<file path="config.mk">
export PLATFORM = sky130hd
export DESIGN_NAME = acrb_top
export DESIGN_NICKNAME = d
export VERILOG_FILES = /design/src/rtl/acrb_pkg.sv /design/src/rtl/acrb_detect.sv /design/src/rtl/acrb_top.sv
export VERILOG_INCLUDE_DIRS = /design/src /design/src/rtl
export SDC_FILE = /design/constraint.sdc
export NUM_CORES = 1
export LEC_CHECK = 0
export BUFFER_PORTS_ARGS = -buffer_cell sky130_fd_sc_hd__buf_2
export CAP_MARGIN = 0
export CORE_MARGIN = 4
export CORE_UTILIZATION = 25
export DETAILED_ROUTE_END_ITERATION = 10
export PLACE_DENSITY_LB_ADDON = 0.08
export REMOVE_ABC_BUFFERS = 1
export SYNTH_ARGS = -nofsm -noshare
export SYNTH_HDL_FRONTEND = slang
export SYNTH_SLANG_ARGS = --single-unit
</file>
<file path="constraint.sdc">
create_clock -name sys_clk -period 5.4 [get_ports sys_clk]
set_input_delay 0.54 -clock sys_clk [delete_from_list [all_inputs] [get_ports sys_clk]]
set_output_delay 0.54 -clock sys_clk [all_outputs]
set_load 0.02 [all_outputs]
</file>
<file path="src/rtl/acrb_regs.svh">
`ifndef ACRB_REGS_SVH
`define ACRB_REGS_SVH

// register offsets
`define ACRB_OFS_SETUP      8'h06
`define ACRB_OFS_THR_HIGH   8'h07
`define ACRB_OFS_THR_LOW    8'h08
`define ACRB_OFS_CH0_SETUP  8'h09
`define ACRB_OFS_IRQ_STATUS 8'h10
`define ACRB_OFS_IRQ_MASK   8'h11
`define ACRB_OFS_DET_STATUS 8'h12

// reset values
`define ACRB_RST_SETUP      16'h0600
`define ACRB_RST_THR_HIGH   16'h0000
`define ACRB_RST_THR_LOW    16'h0000
`define ACRB_RST_CH0_SETUP  16'h0000
`define ACRB_RST_IRQ        2'h0

// chop_and_detect_setup fields
`define ACRB_RSVD_MSB       15
`define ACRB_RSVD_LSB       13
`define ACRB_DLY_MSB        12
`define ACRB_DLY_LSB        9
`define ACRB_CHOP_EN_BIT    8
`define ACRB_ALLCH_BIT      7
`define ACRB_NUM_MSB        6
`define ACRB_NUM_LSB        4
`define ACRB_LEN_MSB        3
`define ACRB_LEN_LSB        1
`define ACRB_DET_EN_BIT     0

// threshold and channel zero fields
`define ACRB_THL_MSB        15
`define ACRB_THL_LSB        8
`define ACRB_DCB_MSB        3
`define ACRB_DCB_LSB        0
`define ACRB_PH_MSB         15
`define ACRB_PH_LSB         6
`define ACRB_DCOFF_BIT      2
`define ACRB_MUX_MSB        1
`define ACRB_MUX_LSB        0

// interrupt status bits
`define ACRB_IRQ_DETECT     0
`define ACRB_IRQ_WINDOW     1

// measurement window lengths in conversions
`define ACRB_WIN_LEN0       12'h080
`define ACRB_WIN_LEN1       12'h100
`define ACRB_WIN_LEN2       12'h200
`define ACRB_WIN_LEN3       12'h300
`define ACRB_WIN_LEN4       12'h500
`define ACRB_WIN_LEN5       12'h700
`define ACRB_WIN_LEN6       12'ha00
`define ACRB_WIN_LEN7       12'he00

`endif

</file>
<file path="src/rtl/acrb_pkg.sv">
package acrb_pkg;

  typedef enum logic [1:0] {
    ACRB_IN_PAIR,
    ACRB_IN_SHORTED,
    ACRB_IN_POS_TEST,
    ACRB_IN_NEG_TEST
  } acrb_in_sel_t;

  typedef struct packed {
    logic [2:0] reserved_bits;
    logic [3:0] chop_settle_delay;
    logic       chop_enable;
    logic       detect_all_channels;
    logic [2:0] detect_exceed_count;
    logic [2:0] detect_window_length;
    logic       detect_mode_enable;
  } acrb_setup_t;

  typedef struct packed {
    logic [9:0]   channel_zero_phase_delay;
    logic         channel_zero_dc_removal_off;
    acrb_in_sel_t channel_zero_input_select;
  } acrb_ch0_t;

  typedef struct packed {
    acrb_setup_t setup;
    logic [23:0] threshold;
    logic [3:0]  dc_removal_setting;
    acrb_ch0_t   ch0;
  } acrb_cfg_t;

  typedef struct packed {
    logic        wr;
    logic        rd;
    logic [7:0]  addr;
    logic [15:0] wdata;
  } acrb_req_t;

  typedef struct packed {
    acrb_cfg_t   cfg;
    logic [16:0] chop_delay_cycles;
    logic [1:0]  irq_status;
    logic [1:0]  irq_mask;
    logic [15:0] rd_data;
  } acrb_state_t;

endpackage : acrb_pkg

</file>
<file path="src/rtl/acrb_detect.sv">
`timescale 1ns/10ps
`include "acrb_regs.svh"

module acrb_detect #(
  parameter int NCH = 6
) (
  // clock and reset
  input  wire logic                  sys_clk,
  input  wire logic                  resetn,
  input  wire logic                  ce,
  // settings
  input  wire logic                  enable,
  input  wire logic                  all_ch,
  input  wire logic [2:0]            exceed_code,
  input  wire logic [2:0]            len_code,
  input  wire logic [23:0]           threshold,
  // conversions
  input  wire logic                  sample_valid,
  input  wire logic [NCH-1:0][23:0]  samples,
  // results
  output logic                       detect_pulse,
  output logic                       window_pulse,
  output logic                       active,
  output logic                       fired
);

  typedef struct packed {
    logic [11:0]          conv;
    logic [NCH-1:0][7:0]  hits;
    logic                 fired;
    logic                 det;
    logic                 win;
    logic                 active;
  } acrb_det_state_t;

  acrb_det_state_t st;
  acrb_det_state_t next_st;
  logic [NCH-1:0]  exceed;

  function automatic logic [11:0] window_len(input logic [2:0] code);
    unique case (code)
      3'h0: return `ACRB_WIN_LEN0;
      3'h1: return `ACRB_WIN_LEN1;
      3'h2: return `ACRB_WIN_LEN2;
      3'h3: return `ACRB_WIN_LEN3;
      3'h4: return `ACRB_WIN_LEN4;
      3'h5: return `ACRB_WIN_LEN5;
      3'h6: return `ACRB_WIN_LEN6;
      3'h7: return `ACRB_WIN_LEN7;
    endcase
  endfunction : window_len

  function automatic logic [7:0] hit_target(input logic [2:0] code);
    return 8'(8'h01 << code);
  endfunction : hit_target

  genvar g;
  generate
    for (g = 0; g < NCH; g++) begin : g_cmp
      assign exceed[g] = $signed(samples[g]) > $signed(threshold);
    end
  endgenerate

  always_comb begin
    logic [NCH-1:0] reach;
    logic           qual;
    reach = '0;
    qual = 1'b0;
    next_st = st;
    next_st.det = 1'b0;
    next_st.win = 1'b0;
    next_st.active = enable;
    if (!enable) begin
      next_st.conv = '0;
      next_st.hits = '0;
      next_st.fired = 1'b0;
    end else if (sample_valid) begin
      for (int i = 0; i < NCH; i++) begin
        // saturate at the target so a long window cannot wrap
        if (exceed[i] && (st.hits[i] < hit_target(exceed_code))) begin
          next_st.hits[i] = 8'(st.hits[i] + 8'h01);
        end
        reach[i] = next_st.hits[i] >= hit_target(exceed_code);
      end
      qual = all_ch ? &reach : |reach;
      if (qual && !st.fired) begin
        next_st.det = 1'b1;
        next_st.fired = 1'b1;
      end
      if (st.conv >= 12'(window_len(len_code) - 12'h001)) begin
        next_st.win = 1'b1;
        next_st.conv = '0;
        next_st.hits = '0;
        next_st.fired = 1'b0;
      end else begin
        next_st.conv = 12'(st.conv + 12'h001);
      end
    end
  end

  always_ff @(posedge sys_clk or negedge resetn) begin
    if (!resetn) begin
      st <= '0;
    end else if (ce) begin
      st <= next_st;
    end
  end

  assign detect_pulse = st.det;
  assign window_pulse = st.win;
  assign active       = st.active;
  assign fired        = st.fired;

endmodule : acrb_detect

</file>
<file path="src/rtl/acrb_top.sv">
`timescale 1ns/10ps
`include "acrb_regs.svh"

module acrb_top
  import acrb_pkg::*;
#(
  parameter int NCH = 6
) (
  // clock and reset
  input  wire logic                  sys_clk,
  input  wire logic                  resetn,
  input  wire logic                  ce,
  // register port
  input  wire acrb_req_t             req,
  output logic [15:0]                rd_data,
  // conversion results
  input  wire logic                  sample_valid,
  input  wire logic [NCH-1:0][23:0]  samples,
  // configuration to the converter
  output acrb_cfg_t                  cfg,
  output logic [16:0]                chop_delay_cycles,
  // events
  output logic                       detect_flag,
  output logic                       irq
);

  acrb_state_t st;
  acrb_state_t next_st;

  logic det_pulse;
  logic win_pulse;
  logic det_active;
  logic det_fired;
  logic [1:0] irq_events;

  // write decode is shared by the store path and the clear path
  function automatic logic hit(input acrb_req_t r, input logic [7:0] ofs);
    return r.wr && (r.addr == ofs);
  endfunction : hit

  function automatic acrb_setup_t unpack_setup(input logic [15:0] w);
    acrb_setup_t s;
    s.reserved_bits        = w[`ACRB_RSVD_MSB:`ACRB_RSVD_LSB];
    s.chop_settle_delay    = w[`ACRB_DLY_MSB:`ACRB_DLY_LSB];
    s.chop_enable          = w[`ACRB_CHOP_EN_BIT];
    s.detect_all_channels  = w[`ACRB_ALLCH_BIT];
    s.detect_exceed_count  = w[`ACRB_NUM_MSB:`ACRB_NUM_LSB];
    s.detect_window_length = w[`ACRB_LEN_MSB:`ACRB_LEN_LSB];
    s.detect_mode_enable   = w[`ACRB_DET_EN_BIT];
    return s;
  endfunction : unpack_setup

  function automatic acrb_ch0_t unpack_ch0(input logic [15:0] w);
    acrb_ch0_t c;
    c.channel_zero_phase_delay    = w[`ACRB_PH_MSB:`ACRB_PH_LSB];
    c.channel_zero_dc_removal_off = w[`ACRB_DCOFF_BIT];
    c.channel_zero_input_select   =
      acrb_in_sel_t'(w[`ACRB_MUX_MSB:`ACRB_MUX_LSB]);
    return c;
  endfunction : unpack_ch0

  // 2^(n+1): code 15 needs the 17th bit for 65536
  function automatic logic [16:0] delay_of(input logic [3:0] code);
    return 17'(17'h00002 << code);
  endfunction : delay_of

  // reset image of every register, built from the word-level defaults
  localparam logic [15:0] RST_SETUP   = `ACRB_RST_SETUP;
  localparam logic [15:0] RST_THR_LOW = `ACRB_RST_THR_LOW;
  localparam logic [15:0] RST_CH0     = `ACRB_RST_CH0_SETUP;
  localparam acrb_state_t RST_ST = '{
    cfg: '{
      setup:              acrb_setup_t'(RST_SETUP),
      threshold:          {`ACRB_RST_THR_HIGH, RST_THR_LOW[15:8]},
      dc_removal_setting: RST_THR_LOW[`ACRB_DCB_MSB:`ACRB_DCB_LSB],
      ch0: acrb_ch0_t'({RST_CH0[`ACRB_PH_MSB:`ACRB_PH_LSB],
                        RST_CH0[`ACRB_DCOFF_BIT:`ACRB_MUX_LSB]})
    },
    chop_delay_cycles:
      17'(17'h00002 << RST_SETUP[`ACRB_DLY_MSB:`ACRB_DLY_LSB]),
    irq_status: `ACRB_RST_IRQ,
    irq_mask:   `ACRB_RST_IRQ,
    rd_data:    16'h0000
  };

  always_comb begin
    logic [15:0] rword;
    rword = 16'h0000;
    next_st = st;

    // configuration stores
    if (hit(req, `ACRB_OFS_SETUP)) begin
      next_st.cfg.setup = unpack_setup(req.wdata);
    end
    if (hit(req, `ACRB_OFS_THR_HIGH)) begin
      next_st.cfg.threshold[23:8] = req.wdata;
    end
    if (hit(req, `ACRB_OFS_THR_LOW)) begin
      next_st.cfg.threshold[7:0] =
        req.wdata[`ACRB_THL_MSB:`ACRB_THL_LSB];
      next_st.cfg.dc_removal_setting =
        req.wdata[`ACRB_DCB_MSB:`ACRB_DCB_LSB];
    end
    if (hit(req, `ACRB_OFS_CH0_SETUP)) begin
      next_st.cfg.ch0 = unpack_ch0(req.wdata);
    end

    // decoded delay follows the stored field one cycle later
    next_st.chop_delay_cycles =
      delay_of(st.cfg.setup.chop_settle_delay);

    // interrupt mask
    if (hit(req, `ACRB_OFS_IRQ_MASK)) begin
      next_st.irq_mask = req.wdata[1:0];
    end

    // sticky status: write one clears, a new event in the same cycle wins
    if (hit(req, `ACRB_OFS_IRQ_STATUS)) begin
      next_st.irq_status = st.irq_status & ~req.wdata[1:0];
    end
    next_st.irq_status = next_st.irq_status | irq_events;

    // read path, answered in the following cycle only
    if (req.rd) begin
      unique case (req.addr)
        `ACRB_OFS_SETUP: begin
          rword = {st.cfg.setup.reserved_bits,
                   st.cfg.setup.chop_settle_delay,
                   st.cfg.setup.chop_enable,
                   st.cfg.setup.detect_all_channels,
                   st.cfg.setup.detect_exceed_count,
                   st.cfg.setup.detect_window_length,
                   st.cfg.setup.detect_mode_enable};
        end
        `ACRB_OFS_THR_HIGH: begin
          rword = st.cfg.threshold[23:8];
        end
        `ACRB_OFS_THR_LOW: begin
          rword = {st.cfg.threshold[7:0], 4'h0,
                   st.cfg.dc_removal_setting};
        end
        `ACRB_OFS_CH0_SETUP: begin
          rword = {st.cfg.ch0.channel_zero_phase_delay, 3'h0,
                   st.cfg.ch0.channel_zero_dc_removal_off,
                   st.cfg.ch0.channel_zero_input_select};
        end
        `ACRB_OFS_IRQ_STATUS: begin
          rword = {14'h0000, st.irq_status};
        end
        `ACRB_OFS_IRQ_MASK: begin
          rword = {14'h0000, st.irq_mask};
        end
        `ACRB_OFS_DET_STATUS: begin
          rword = {14'h0000, det_fired, det_active};
        end
        default: begin
          rword = 16'h0000;
        end
      endcase
    end
    next_st.rd_data = rword;
  end

  always_ff @(posedge sys_clk or negedge resetn) begin
    if (!resetn) begin
      st <= RST_ST;
    end else if (ce) begin
      st <= next_st;
    end
  end

  // current detect engine
  acrb_detect #(
    .NCH (NCH)
  ) u_detect (
    .sys_clk      (sys_clk),
    .resetn       (resetn),
    .ce           (ce),
    .enable       (st.cfg.setup.detect_mode_enable),
    .all_ch       (st.cfg.setup.detect_all_channels),
    .exceed_code  (st.cfg.setup.detect_exceed_count),
    .len_code     (st.cfg.setup.detect_window_length),
    .threshold    (st.cfg.threshold),
    .sample_valid (sample_valid),
    .samples      (samples),
    .detect_pulse (det_pulse),
    .window_pulse (win_pulse),
    .active       (det_active),
    .fired        (det_fired)
  );

  always_comb begin
    irq_events = 2'h0;
    irq_events[`ACRB_IRQ_DETECT] = det_pulse;
    irq_events[`ACRB_IRQ_WINDOW] = win_pulse;
  end

  assign rd_data           = st.rd_data;
  assign cfg               = st.cfg;
  assign chop_delay_cycles = st.chop_delay_cycles;
  assign detect_flag       = det_pulse;
  // level output, drops as soon as software clears or masks the bit
  assign irq               = |(st.irq_status & st.irq_mask);

endmodule : acrb_top

</file>
==> results of run 1 <==
synthesized netlist by cell type, types with 9 or more instances:
cell      count  area share (%)
xnor2_1      33             2.1
nor2b_1      11            0.49
a21o_1       34             1.8
nand2_1     104             2.8
and2_1        9            0.40
o21a_1        9            0.48
a21oi_1     100             3.6
dfrtp_1     154              28
o22ai_1      18            0.80
nand4_1      60             2.7
nor4_1       12            0.54
clkbuf_1     38             1.0
nor2_1       72             1.9
o211ai_1     20             1.1
buf_4        90             4.8
o21ai_0      74             2.6
xor2_1       16             1.0
a221oi_1     15            0.94
nor3_1       21            0.75
or3_1        18            0.80
mux2_2       59             4.7
a22o_1       18             1.1
and3_1       12            0.54
a211oi_1     17            0.91
ha_1        247              22
nand3_1      59             2.1
inv_1        86             2.3
flip-flops by register name, indices dropped and copies added (netlist names):
name / cells
u_detect.st: 60
rd_data: 16
st: 4
u_detect.fired: 1
cfg: 57
u_detect.detect_pulse: 1
u_detect.active: 1
u_detect.window_pulse: 1
chop_delay_cycles: 16
cell families after synthesis:
kind of cell | share of synthesized area, %
XOR/XNOR | 3.07
AND/OR/NAND/NOR | 15.4
adder cells (fa/ha/maj) | 22.1
flip-flops | 28.1
buffers and inverters | 8.62
AO/OA/AOI/OAI | 17.5
other | 0.0268
multiplexers | 5.18
routing by layer:
metal	GRT usage (%)	vias up
met4	4.20	0
met3	3.21	42
met1	23.6	5901
met5	0	-
met2	29.7	267
li1	-	6023
what timing repair did:
action | in CTS | in global routing
gates resized for setup | 0 | 9
buffers inserted | 1 | 0
endpoints found under the setup margin | 2 | 2
pin swaps | 1 | 0
worst register-to-register path, cell delays in order, from the launching register on:
cell and delay (ns):
dfrtp_1 0.48, inv_1 0.35, ha_1 0.33, a21oi_1 0.20, o21ai_0 0.12, o311a_1 0.38
nor4b_1 0.42, xor2_1 0.19, buf_4 0.17, and4_1 0.39, nand3_1 0.17, xnor2_1 0.17
ha_1 0.30, a21o_1 0.18, a21o_1 0.17, a211oi_1 0.44, nand4_1 0.16, o21ai_0 0.25
a31oi_1 0.11
how the worst min path moves through the flow:
| stage | slack [ns] | endpoint | from |
|---|---|---|---|
| after global routing | 0.23 | u_detect.st[41] | resetn |
| after detailed placement | 0.48 | chop_delay_cycles[4] | chop_delay_cycles[4] |
| after CTS | 0.25 | chop_delay_cycles[14] | resetn |
| after global placement | 0.47 | chop_delay_cycles[4] | chop_delay_cycles[4] |
| final | 0.12 | u_detect.st[41] | resetn |
| after floorplan | 0.24 | cfg[0] | resetn |
layout make-up:
cell class | instances | area [um2] | area share [%]
antenna | 1 | 2.50 | 0.0153
tap | 748 | 936 | 5.72
sequential | 157 | 3930 | 24.0
inverter | 86 | 323 | 1.97
clock buffer | 18 | 439 | 2.69
clock inverter | 14 | 148 | 0.903
timing repair buffer | 304 | 1650 | 10.1
multi-input combinational | 1154 | 8920 | 54.5
per-stage QoR:
step	hold WS (ns)	cell area [um2]
floorplan	0.244	13100
finish	0.117	16400
global placement	0.468	15700
CTS	0.247	16300
detailed placement	0.479	15700
global route	0.233	16400
power by group through the flow:
stage / logic, mW / clock network [mW] / registers [mW]
finish: 0.858 / 1.27 / 1.28
global route: 0.980 / 1.36 / 1.29
global placement: 0.842 / 0 / 1.30
detailed placement: 0.850 / 0 / 1.30
floorplan: 0.485 / 0 / 1.30
CTS: 0.858 / 1.33 / 1.28
==> results by group, run 1 <==
GRT
  – Vias in the first global route: between 10000 and 15000
  – Overall Global Routing Usage: between 10% and 20%
  – Antenna violations before repair: 1
  – Remaining Overflow, GRT: 0
  – First-pass GRT wire length: 79500 um
  – Pin count of the biggest net entering global routing: 158

Floorplanning
  – Die height: roughly 240 um
  – Row count: 86
  – Die X: approximately 240 um
  – IO Pins: ~270
  – Initial Util: between 20% and 30%
  – Core Region: between 50000 and 60000 um2
  – Die Area: 59800 um2

Placement
  – HPWL Detailed: ~42000 um
  – GPL Wtd Cong: 0.795
  – Port buffer count: approximately 260
  – Cells after DPL: 2448
  – Pre-CTS setup slack: -0.0255 ns

Route
  – Initial DRC Count: between 500 and 600
  – WL per Instance: ~22 um
  – Max layer used: met4
  – Met2 wire length: 25400 um
  – Drt pass-1 iters: 5
  – # DRC: 0
  – Met3 WL: ~2400 um
  – Via count: ~12000
  – Routed WL: around 54000 um
  – Post-route ant nets: 0
  – WL met1: about 25000 um
  – Vias per inst: 4.93

Clock tree
  – CTS Root Buffer Type: clkbuf_16
  – Number of CTS-inserted buffers: 17
  – TritonCTS clock tree: yes
  – Htree depth: 4
  – Clock transition at path regs: ~0.09 ns
  – TritonCTS Sinks: approximately 160
  – CTS Buffer Depth: 2
  – Worst skew pair latency: a little under 0.5 ns
  – # hold bufs at CTS: 0

Power and ir drop
  – Leakage Power: roughly 8 nW
  – Worst VDD drop: ~0.23 mV
  – Comb pwr share: around a quarter
  – Total power: about 3.4 mW
  – Switching Fraction: a little over a third
  – Internal Power: 2.21 mW
  – Register share of total power: around 38%
  – Clk network pwr share: a little under two fifths
  – Pwr per Cell Area: 208 nW/um2
  – NetSw: between 1 and 1.5 mW

Setup path
  – Worst EP required: between 5 and 6 ns
  – Worst path depth: 18
  – Delay-heaviest family, CP: compound AO/OA/AOI/OAI gates
  – CP Cell Sequence: inv_1 -> ha_1 -> a21oi_1 -> o21ai_0 -> o311a_1 -> nor4b_1 -> xor2_1 -> buf_4 -> and4_1 -> nand3_1 -> xnor2_1 -> ha_1 -> a21o_1 -> a21o_1 -> a211oi_1 -> nand4_1 -> o21ai_0 -> a31oi_1
  – Worst path arrival time: 5.47 ns
  – Crit-path max cell delay: 0.48 ns
  – FF-to-FF Start: cfg[26]
  – Worst-path maximum fanout: 9
  – Critical path type: register to register
  – Crit path to: u_detect.detect_pulse
  – Worst r2r path cells: 18
  – Bufs and invs on worst path: 2
  – Endpoint class of the critical path: register
  – CP Launch Type: register
  – Reg2reg setup slack: 0.26 ns
  – RR Endpoint: u_detect.detect_pulse
  – Setup crit start: cfg[26]
  – CP max stage cell: dfrtp_1

STA
  – Fmax achieved: approximately 190 MHz
  – Setup TNS Final: 0 ns
  – Hold Vio Cnt, Final: 0
  – Fin crit share: a little over nine tenths
  – Slew Viols, Final: 0
  – Fin worst setup slack: roughly 0.26 ns
  – Unrepaired setup endpoints after global routing: no
  – Final setup violating endpoints: 0
  – Slew @ Worst Pin: between 1 and 1.5 ns
  – Final Skew: around 0.027 ns
  – Tmin final: just over 5 ns
  – Normalized max-slew margin: around 26%

Layout
  – Nets@finish: about 2100
  – Non-Filler Instances: around 2500
  – Most common cell after layout, fill and taps aside: buf_2
  – Commonest non-fill, non-tap cells in the layout: buf_2 (263), ha_1 (247), dfrtp_1 (154)
  – Layout area overhead: 16.8%
  – Filler cells: 5949
  – Layout cell share with drive strength beyond 1: approximately 25%
  – Fin util: between 20% and 30%

Min path
  – Worst min path class: input port to async pin

Synth
  – Count of different cell masters after synthesis: 74
  – Post-Syn Area per Cell: around 9.1 um2
  – Async S/R FF share, synth: 100%
  – Register area share after synthesis: 28.1%
  – Netlist Area Pre-Place: around 14000 um2
  – Syn Inst Count: between 1500 and 2000
  – EDFF count, synth: 0
  – Synth warn: 0
  – #FFs+latches synth: 157
  – Commonest register cell after synthesis: dfrtp_1

Status
  – Status: complete, no violations

Run
  – Max-capacitance violation count: 0
Note: power is estimated with default switching activity, not from simulation.
==> run 2, diff against run 1 <==
--- a/config.mk
+++ b/config.mk
@@ -14,3 +14,2 @@
 export PLACE_DENSITY_LB_ADDON = 0.08
-export REMOVE_ABC_BUFFERS = 1
 export SYNTH_ARGS = -nofsm -noshare
==> constraint.sdc (replaced) <==
create_clock -name sys_clk -period 5.4 [get_ports sys_clk]
set_input_delay 0 -clock sys_clk [delete_from_list [all_inputs] [get_ports sys_clk]]
set_output_delay 0 -clock sys_clk [all_outputs]
set_load 0.02 [all_outputs]
==> run 2 against run 1 <==
Against the previous run:
- via count up 1.2%
- non-clock buffer count up 34
- combinational power up 2%
- register-to-register slack better by 0.22 ns
- routed wire length down 0.13%
- largest cell class unchanged
- clock-buffer cell count unchanged
==> results by group, run 2 (synthesized netlist as in run 1, its figures left out) <==
Status
  – Status: complete, no violations

Clock tree
  – Number of CTS-inserted buffers: 17
  – Worst skew pair latency: 0.48 ns
  – CTS Buffer Depth: 2
  – TritonCTS clock tree: yes
  – CTS Root Buffer Type: clkbuf_16
  – Htree depth: 4
  – TritonCTS Sinks: approximately 160
  – Post-CTS Setup Inserts: 0
  – Clock transition at path regs: around 0.07 ns

Synth
  – Post-synth net total: ~2000

Placement
  – Pre-CTS setup slack: 0.248 ns
  – Port buffer count: ~260
  – HPWL Detailed: 42300 um
  – GPL Wtd Cong: 0.837

Layout
  – Largest register by flop count: u_detect.st
  – Largest register FFs: 60
  – Layout cell share with drive strength beyond 1: 24.4%
  – Fin util: between 30 and 40%
  – Filler cells: about 5900
  – Nets@finish: 2175
  – Multi-input logic area: slightly below 9000 um2
  – Layout area overhead: 18.8%
  – # diodes: 0
  – Commonest non-fill, non-tap cells in the layout: buf_2 (263), ha_1 (247), dfrtp_1 (154)
  – Register Area: ~3900 um2
  – Most common cell after layout, fill and taps aside: buf_2

Setup path
  – Endpoint class of the critical path: register
  – CP max stage cell: dfrtp_1
  – Bufs and invs on worst path: 2
  – CP Launch Type: register
  – Critical path type: register to register
  – Worst path arrival time: 5.24 ns
  – RR Endpoint: u_detect.detect_pulse
  – Worst-path maximum fanout: 6
  – Delay-heaviest family, CP: compound AO/OA/AOI/OAI gates
  – FF-to-FF Start: cfg[27]
  – CP Cell Sequence: inv_1 -> ha_1 -> nand4_1 -> nor4_1 -> a221oi_1 -> nand2_1 -> and4bb_2 -> nor2_1 -> mux2_2 -> ha_1 -> a21o_1 -> a211oi_1 -> nor3_1 -> a211oi_1 -> buf_4 -> nand2_1 -> o21ai_0 -> a31oi_1
  – Worst r2r path cells: 18
  – Reg2reg setup slack: around 0.5 ns
  – Crit-path max cell delay: between 0.4 and 0.5 ns
  – Worst EP required: approximately 5.7 ns

Floorplanning
  – IO Pins: around 270
  – Die X: 245 um
  – Core Region: 55300 um2
  – Die height: approximately 240 um
  – Initial Util: between 20% and 30%
  – Die Area: about 60000 um2
  – Row count: 86

STA
  – Setup TNS Final: 0 ns
  – Tmin final: slightly below 5 ns
  – Slew Viols, Final: 0
  – Slew @ Worst Pin: 0.936 ns
  – Unrepaired setup endpoints after global routing: no
  – Hold Vio Cnt, Final: 0
  – Final Skew: around 0.014 ns
  – Fmax achieved: just over 200 MHz
  – Normalized max-slew margin: 37.6%
  – Fin crit share: around 91%
  – Final setup violating endpoints: 0
  – Fin worst setup slack: ~0.49 ns

Power and ir drop
  – Leakage Power: approximately 8 nW
  – Pwr per Cell Area: 205 nW/um2
  – Worst VDD drop: approximately 0.21 mV

Run
  – Max-capacitance violation count: 0

Route
  – # DRC: 0
  – Post-route ant nets: 0
  – Via count: between 10000 and 15000
  – WL per Instance: 21.2 um
  – Initial DRC Count: 659
  – Drt pass-1 iters: 5
  – Routed WL: 53400 um
  – Vias per inst: approximately 4.9

GRT
  – Overall Global Routing Usage: between 10% and 20%
  – Remaining Overflow, GRT: 0
  – Antenna violations before repair: 0
  – Pin count of the biggest net entering global routing: about 130
  – First-pass GRT wire length: slightly above 80000 um
  – Vias in the first global route: ~13000

Min path
  – Worst min path class: input port to async pin
-- run 2: final cells by class --
type / instances / area share (%)
multi-input cells: 1154 / 53.5
inverters: 86 / 1.94
repair buffers: 338 / 11.8
clock inverters: 14 / 0.903
flip-flops and latches: 157 / 23.6
clock buffers: 18 / 2.58
well taps: 748 / 5.63
-- run 2: tightest hold or removal path: stages --
cell	delay (ns)
dlygate4sd3_1	0.55
buf_6	0.15
buf_12	0.20
-- run 2: worst max-delay path by stage --
stage / slack, ns / cells after the start / to / from
floorplan: 0.64 / 19 / u_detect.detect_pulse / cfg[45]
global placement: 0.24 / 19 / u_detect.detect_pulse / cfg[47]
detailed placement: 0.25 / 19 / u_detect.detect_pulse / cfg[47]
CTS: 0.21 / 19 / u_detect.detect_pulse / cfg[47]
global route: 0.005 / 21 / u_detect.detect_pulse / cfg[47]
finish: 0.49 / 18 / u_detect.detect_pulse / cfg[27]
-- run 2: report_power, final --
part | internal (mW) | switching (mW) | leakage [nW]
registers | 1.22 | 0.0607 | 2.11
logic | 0.382 | 0.496 | 5.57
clock network | 0.654 | 0.608 | 0.288
-- run 2: routing by layer --
layer / global-route usage [%] / wire, um / up-vias / share of wire, %
met3: 3.34 / 2210 / 59 / 4.1
met5: 0 / 0 / - / 0
met1: 23.7 / 25100 / 5966 / 47
met4: 5.14 / 1260 / 0 / 2.4
met2: 29.4 / 24900 / 262 / 47
li1: - / - / 6095 / -
-- run 2: timing repair --
| item | 4_1_cts | 5_1_grt |
|---|---|---|
| hold buffers | 22 | 0 |
| hold endpoints to repair | 208 | 0 |
| gates resized for setup | 0 | 4 |
| setup endpoints to repair | 0 | 2 |
-- run 2: metrics by stage --
stage / instances / power (mW) / hold WS, ns / cell area [um2]
after CTS: 2515 / 3.49 / 0.0177 / 16600
after global placement: 2461 / 2.17 / -0.0742 / 15800
after floorplan: 1539 / 1.82 / -0.296 / 14000
after detailed placement: 2461 / 2.17 / -0.0750 / 15800
final: 2515 / 3.42 / 0.0788 / 16600
after global routing: 2515 / 3.64 / 0.0739 / 16600
==> run 3, diff against run 2 <==
- CORE_MARGIN: 4 -> default
==> run 3 against run 2 <==
Against the previous run:
- clock skew up 0.0056 ns
- core utilization about the same
- highest routed layer is now met5
- critical path type unchanged
- non-clock buffer count down 3
- global-route usage up 0.94 points
- combinational power down 2%
- worst hold slack worse by 0.042 ns
- routed wire length down 1.1%
- sequential share of layout area up 0.052 points
- sequential cell count unchanged
- clock power about the same
==> results by group, run 3 (synthesized netlist as in run 1, its figures left out) <==
Clock tree
  – Clock transition at path regs: 0.08 ns
  – Htree depth: 4
  – CTS Root Buffer Type: clkbuf_16
  – CTS Buffer Depth: 2
  – TritonCTS clock tree: yes
  – Worst skew pair latency: around 0.48 ns
  – TritonCTS Sinks: ~160
  – Number of CTS-inserted buffers: 17

Setup path
  – Critical path type: register to register
  – Worst EP required: ~5.7 ns
  – FF-to-FF Start: cfg[47]
  – Bufs and invs on worst path: 0
  – CP max stage cell: or3b_2
  – Reg2reg setup slack: between 0.4 and 0.5 ns
  – Endpoint class of the critical path: register
  – CP Launch Type: register
  – CP Cell Sequence: or3b_2 -> ha_1 -> o21ai_0 -> a21oi_1 -> or3_1 -> a21oi_2 -> or4b_4 -> nand2_1 -> mux2_2 -> ha_1 -> a21o_1 -> a211oi_1 -> nor3_1 -> a211oi_1 -> nand4_1 -> o21ai_0 -> a31oi_1
  – Worst path arrival time: 5.29 ns
  – Setup crit start: cfg[47]
  – Delay-heaviest family, CP: simple AND/OR/NAND/NOR gates
  – Crit-path max cell delay: slightly above 0.7 ns
  – Worst-path maximum fanout: 12

Layout
  – Most common cell after layout, fill and taps aside: buf_2
  – Fin util: 30.1%
  – Largest register by flop count: u_detect.st
  – Filler cells: 5878
  – Largest register FFs: 60
  – Non-Filler Instances: between 2000 and 3000
  – Commonest non-fill, non-tap cells in the layout: buf_2 (263), ha_1 (247), dfrtp_1 (154)
  – Nets@finish: ~2200
  – Layout area overhead: 18.6%
  – Layout cell share with drive strength beyond 1: 24.3%
  – Design Area, Final: approximately 17000 um2

Power and ir drop
  – Internal Power: between 2 and 2.5 mW
  – Worst VDD drop: ~0.24 mV
  – Pwr per Cell Area: a little over 200 nW/um2
  – NetSw: 1.20 mW
  – Leakage Power: 7.94 nW
  – Switching Fraction: around a third
  – Register share of total power: a little under two fifths
  – Clk network pwr share: a little under two fifths
  – Comb pwr share: roughly 25%

Route
  – Via count: around 12000
  – Drt pass-1 iters: 7
  – Initial DRC Count: about 550
  – WL met1: 24800 um
  – Post-route ant nets: 0
  – Met2 wire length: 25300 um
  – Max layer used: met5
  – # DRC: 0
  – Met3 WL: 1940 um
  – Vias per inst: 4.90
  – WL per Instance: 21.0 um
  – Routed WL: approximately 53000 um

Placement
  – Port buffer count: approximately 260
  – Pre-CTS setup slack: between 0.3 and 0.4 ns
  – GPL Wtd Cong: 0.863
  – Cells after DPL: around 2500
  – Placed Area: 15800 um2
  – HPWL Detailed: ~41000 um

STA
  – Hold Vio Cnt, Final: 0
  – Tmin final: between 4 and 5 ns
  – Unrepaired setup endpoints after global routing: no
  – Final Skew: 0.0198 ns
  – Fin crit share: 92.3%
  – Fin worst setup slack: ~0.42 ns
  – Final setup violating endpoints: 0
  – Normalized max-slew margin: 33.7%
  – Fmax achieved: 201 MHz
  – Slew @ Worst Pin: between 0.9 and 1 ns
  – Setup TNS Final: 0 ns
  – Slew Viols, Final: 0

Synth
  – Post-synth net total: roughly 2000

Floorplanning
  – IO Pins: about 270
  – Die X: approximately 240 um
  – Core Region: 55200 um2
  – Row count: 86
  – Die height: about 240 um
  – Die Area: 56900 um2
  – Initial Util: 25.4%

GRT
  – Vias in the first global route: between 10000 and 15000
  – First-pass GRT wire length: roughly 79000 um
  – Pin count of the biggest net entering global routing: 70
  – Overall Global Routing Usage: a little under a fifth
  – Remaining Overflow, GRT: 0
  – Antenna violations before repair: 5

Status
  – Status: complete, no violations

Min path
  – Worst min path class: input port to async pin

Run
  – Max-capacitance violation count: 0
[run 3: changes by cell type in the layout (fill, tap and decap cells not counted), moves of 2 or more]
| cell | previous run | this run |
|---|---|---|
| diode_2 | 0 | 4 |
| buf_12 | 2 | 0 |
| clkinv_4 | 4 | 1 |
| clkinv_8 | 0 | 4 |
[run 3: cell type report]
class                      instances  area, um2  share of cell area [%]
clock inverter                    15        168                    1.01
timing repair buffer             335       1910                    11.5
tap                              748        936                    5.64
antenna                            4       10.0                  0.0603
multi-input combinational       1154       8890                    53.6
inverter                          86        323                    1.95
clock buffer                      17        425                    2.56
sequential                       157       3930                    23.7
[run 3: worst paths after layout]
kind	endpoint	cells past startpoint
max	u_detect.detect_pulse	17
min reg2reg	chop_delay_cycles[4]	2
max reg2reg	u_detect.detect_pulse	17
min in group sys_clk	rd_data[7]	3
min	rd_data[14]	2
max in group asynchronous	u_detect.st[57]	3
[run 3: what timing repair did]
action,in CTS,in global routing
hold endpoints to repair,110,0
hold buffers,21,0
resized for setup,0,2
setup endpoints to repair,0,2
buffers inserted,0,0
[run 3: metrics by stage]
stage               total power [mW]  hold slack [ns]
floorplan                       1.82           -0.296
global placement                2.15         -0.00239
detailed placement              2.16          0.00143
CTS                             3.49           0.0448
global route                    3.63           0.0841
finish                          3.42           0.0368
[run 3: routing by layer]
metal / vias up / track usage [%]
met4: 4 / 4.45
met5: - / 0
met1: 6001 / 24.7
met3: 39 / 3.13
li1: 6079 / -
met2: 216 / 31.6
[run 3: worst register-to-register path, cell delays in order, from the launching register on]
cell and delay (ns):
dfrtp_1 0.51, or3b_2 0.72, ha_1 0.36, o21ai_0 0.07
a21oi_1 0.06, or3_1 0.35, a21oi_2 0.16, or4b_4 0.50
nand2_1 0.16, mux2_2 0.35, ha_1 0.27, a21o_1 0.16
a211oi_1 0.23, nor3_1 0.08, a211oi_1 0.38, nand4_1 0.12
o21ai_0 0.24, a31oi_1 0.11
[run 3: power by group through the flow]
stage          sequential, mW  clock [mW]  combinational (mW)
2_1_floorplan            1.27           0               0.546
3_3_place_gp             1.30           0               0.853
3_5_place_dp             1.30           0               0.862
4_1_cts                  1.28        1.34               0.879
5_1_grt                  1.29        1.37               0.983
6_report                 1.28        1.28               0.864
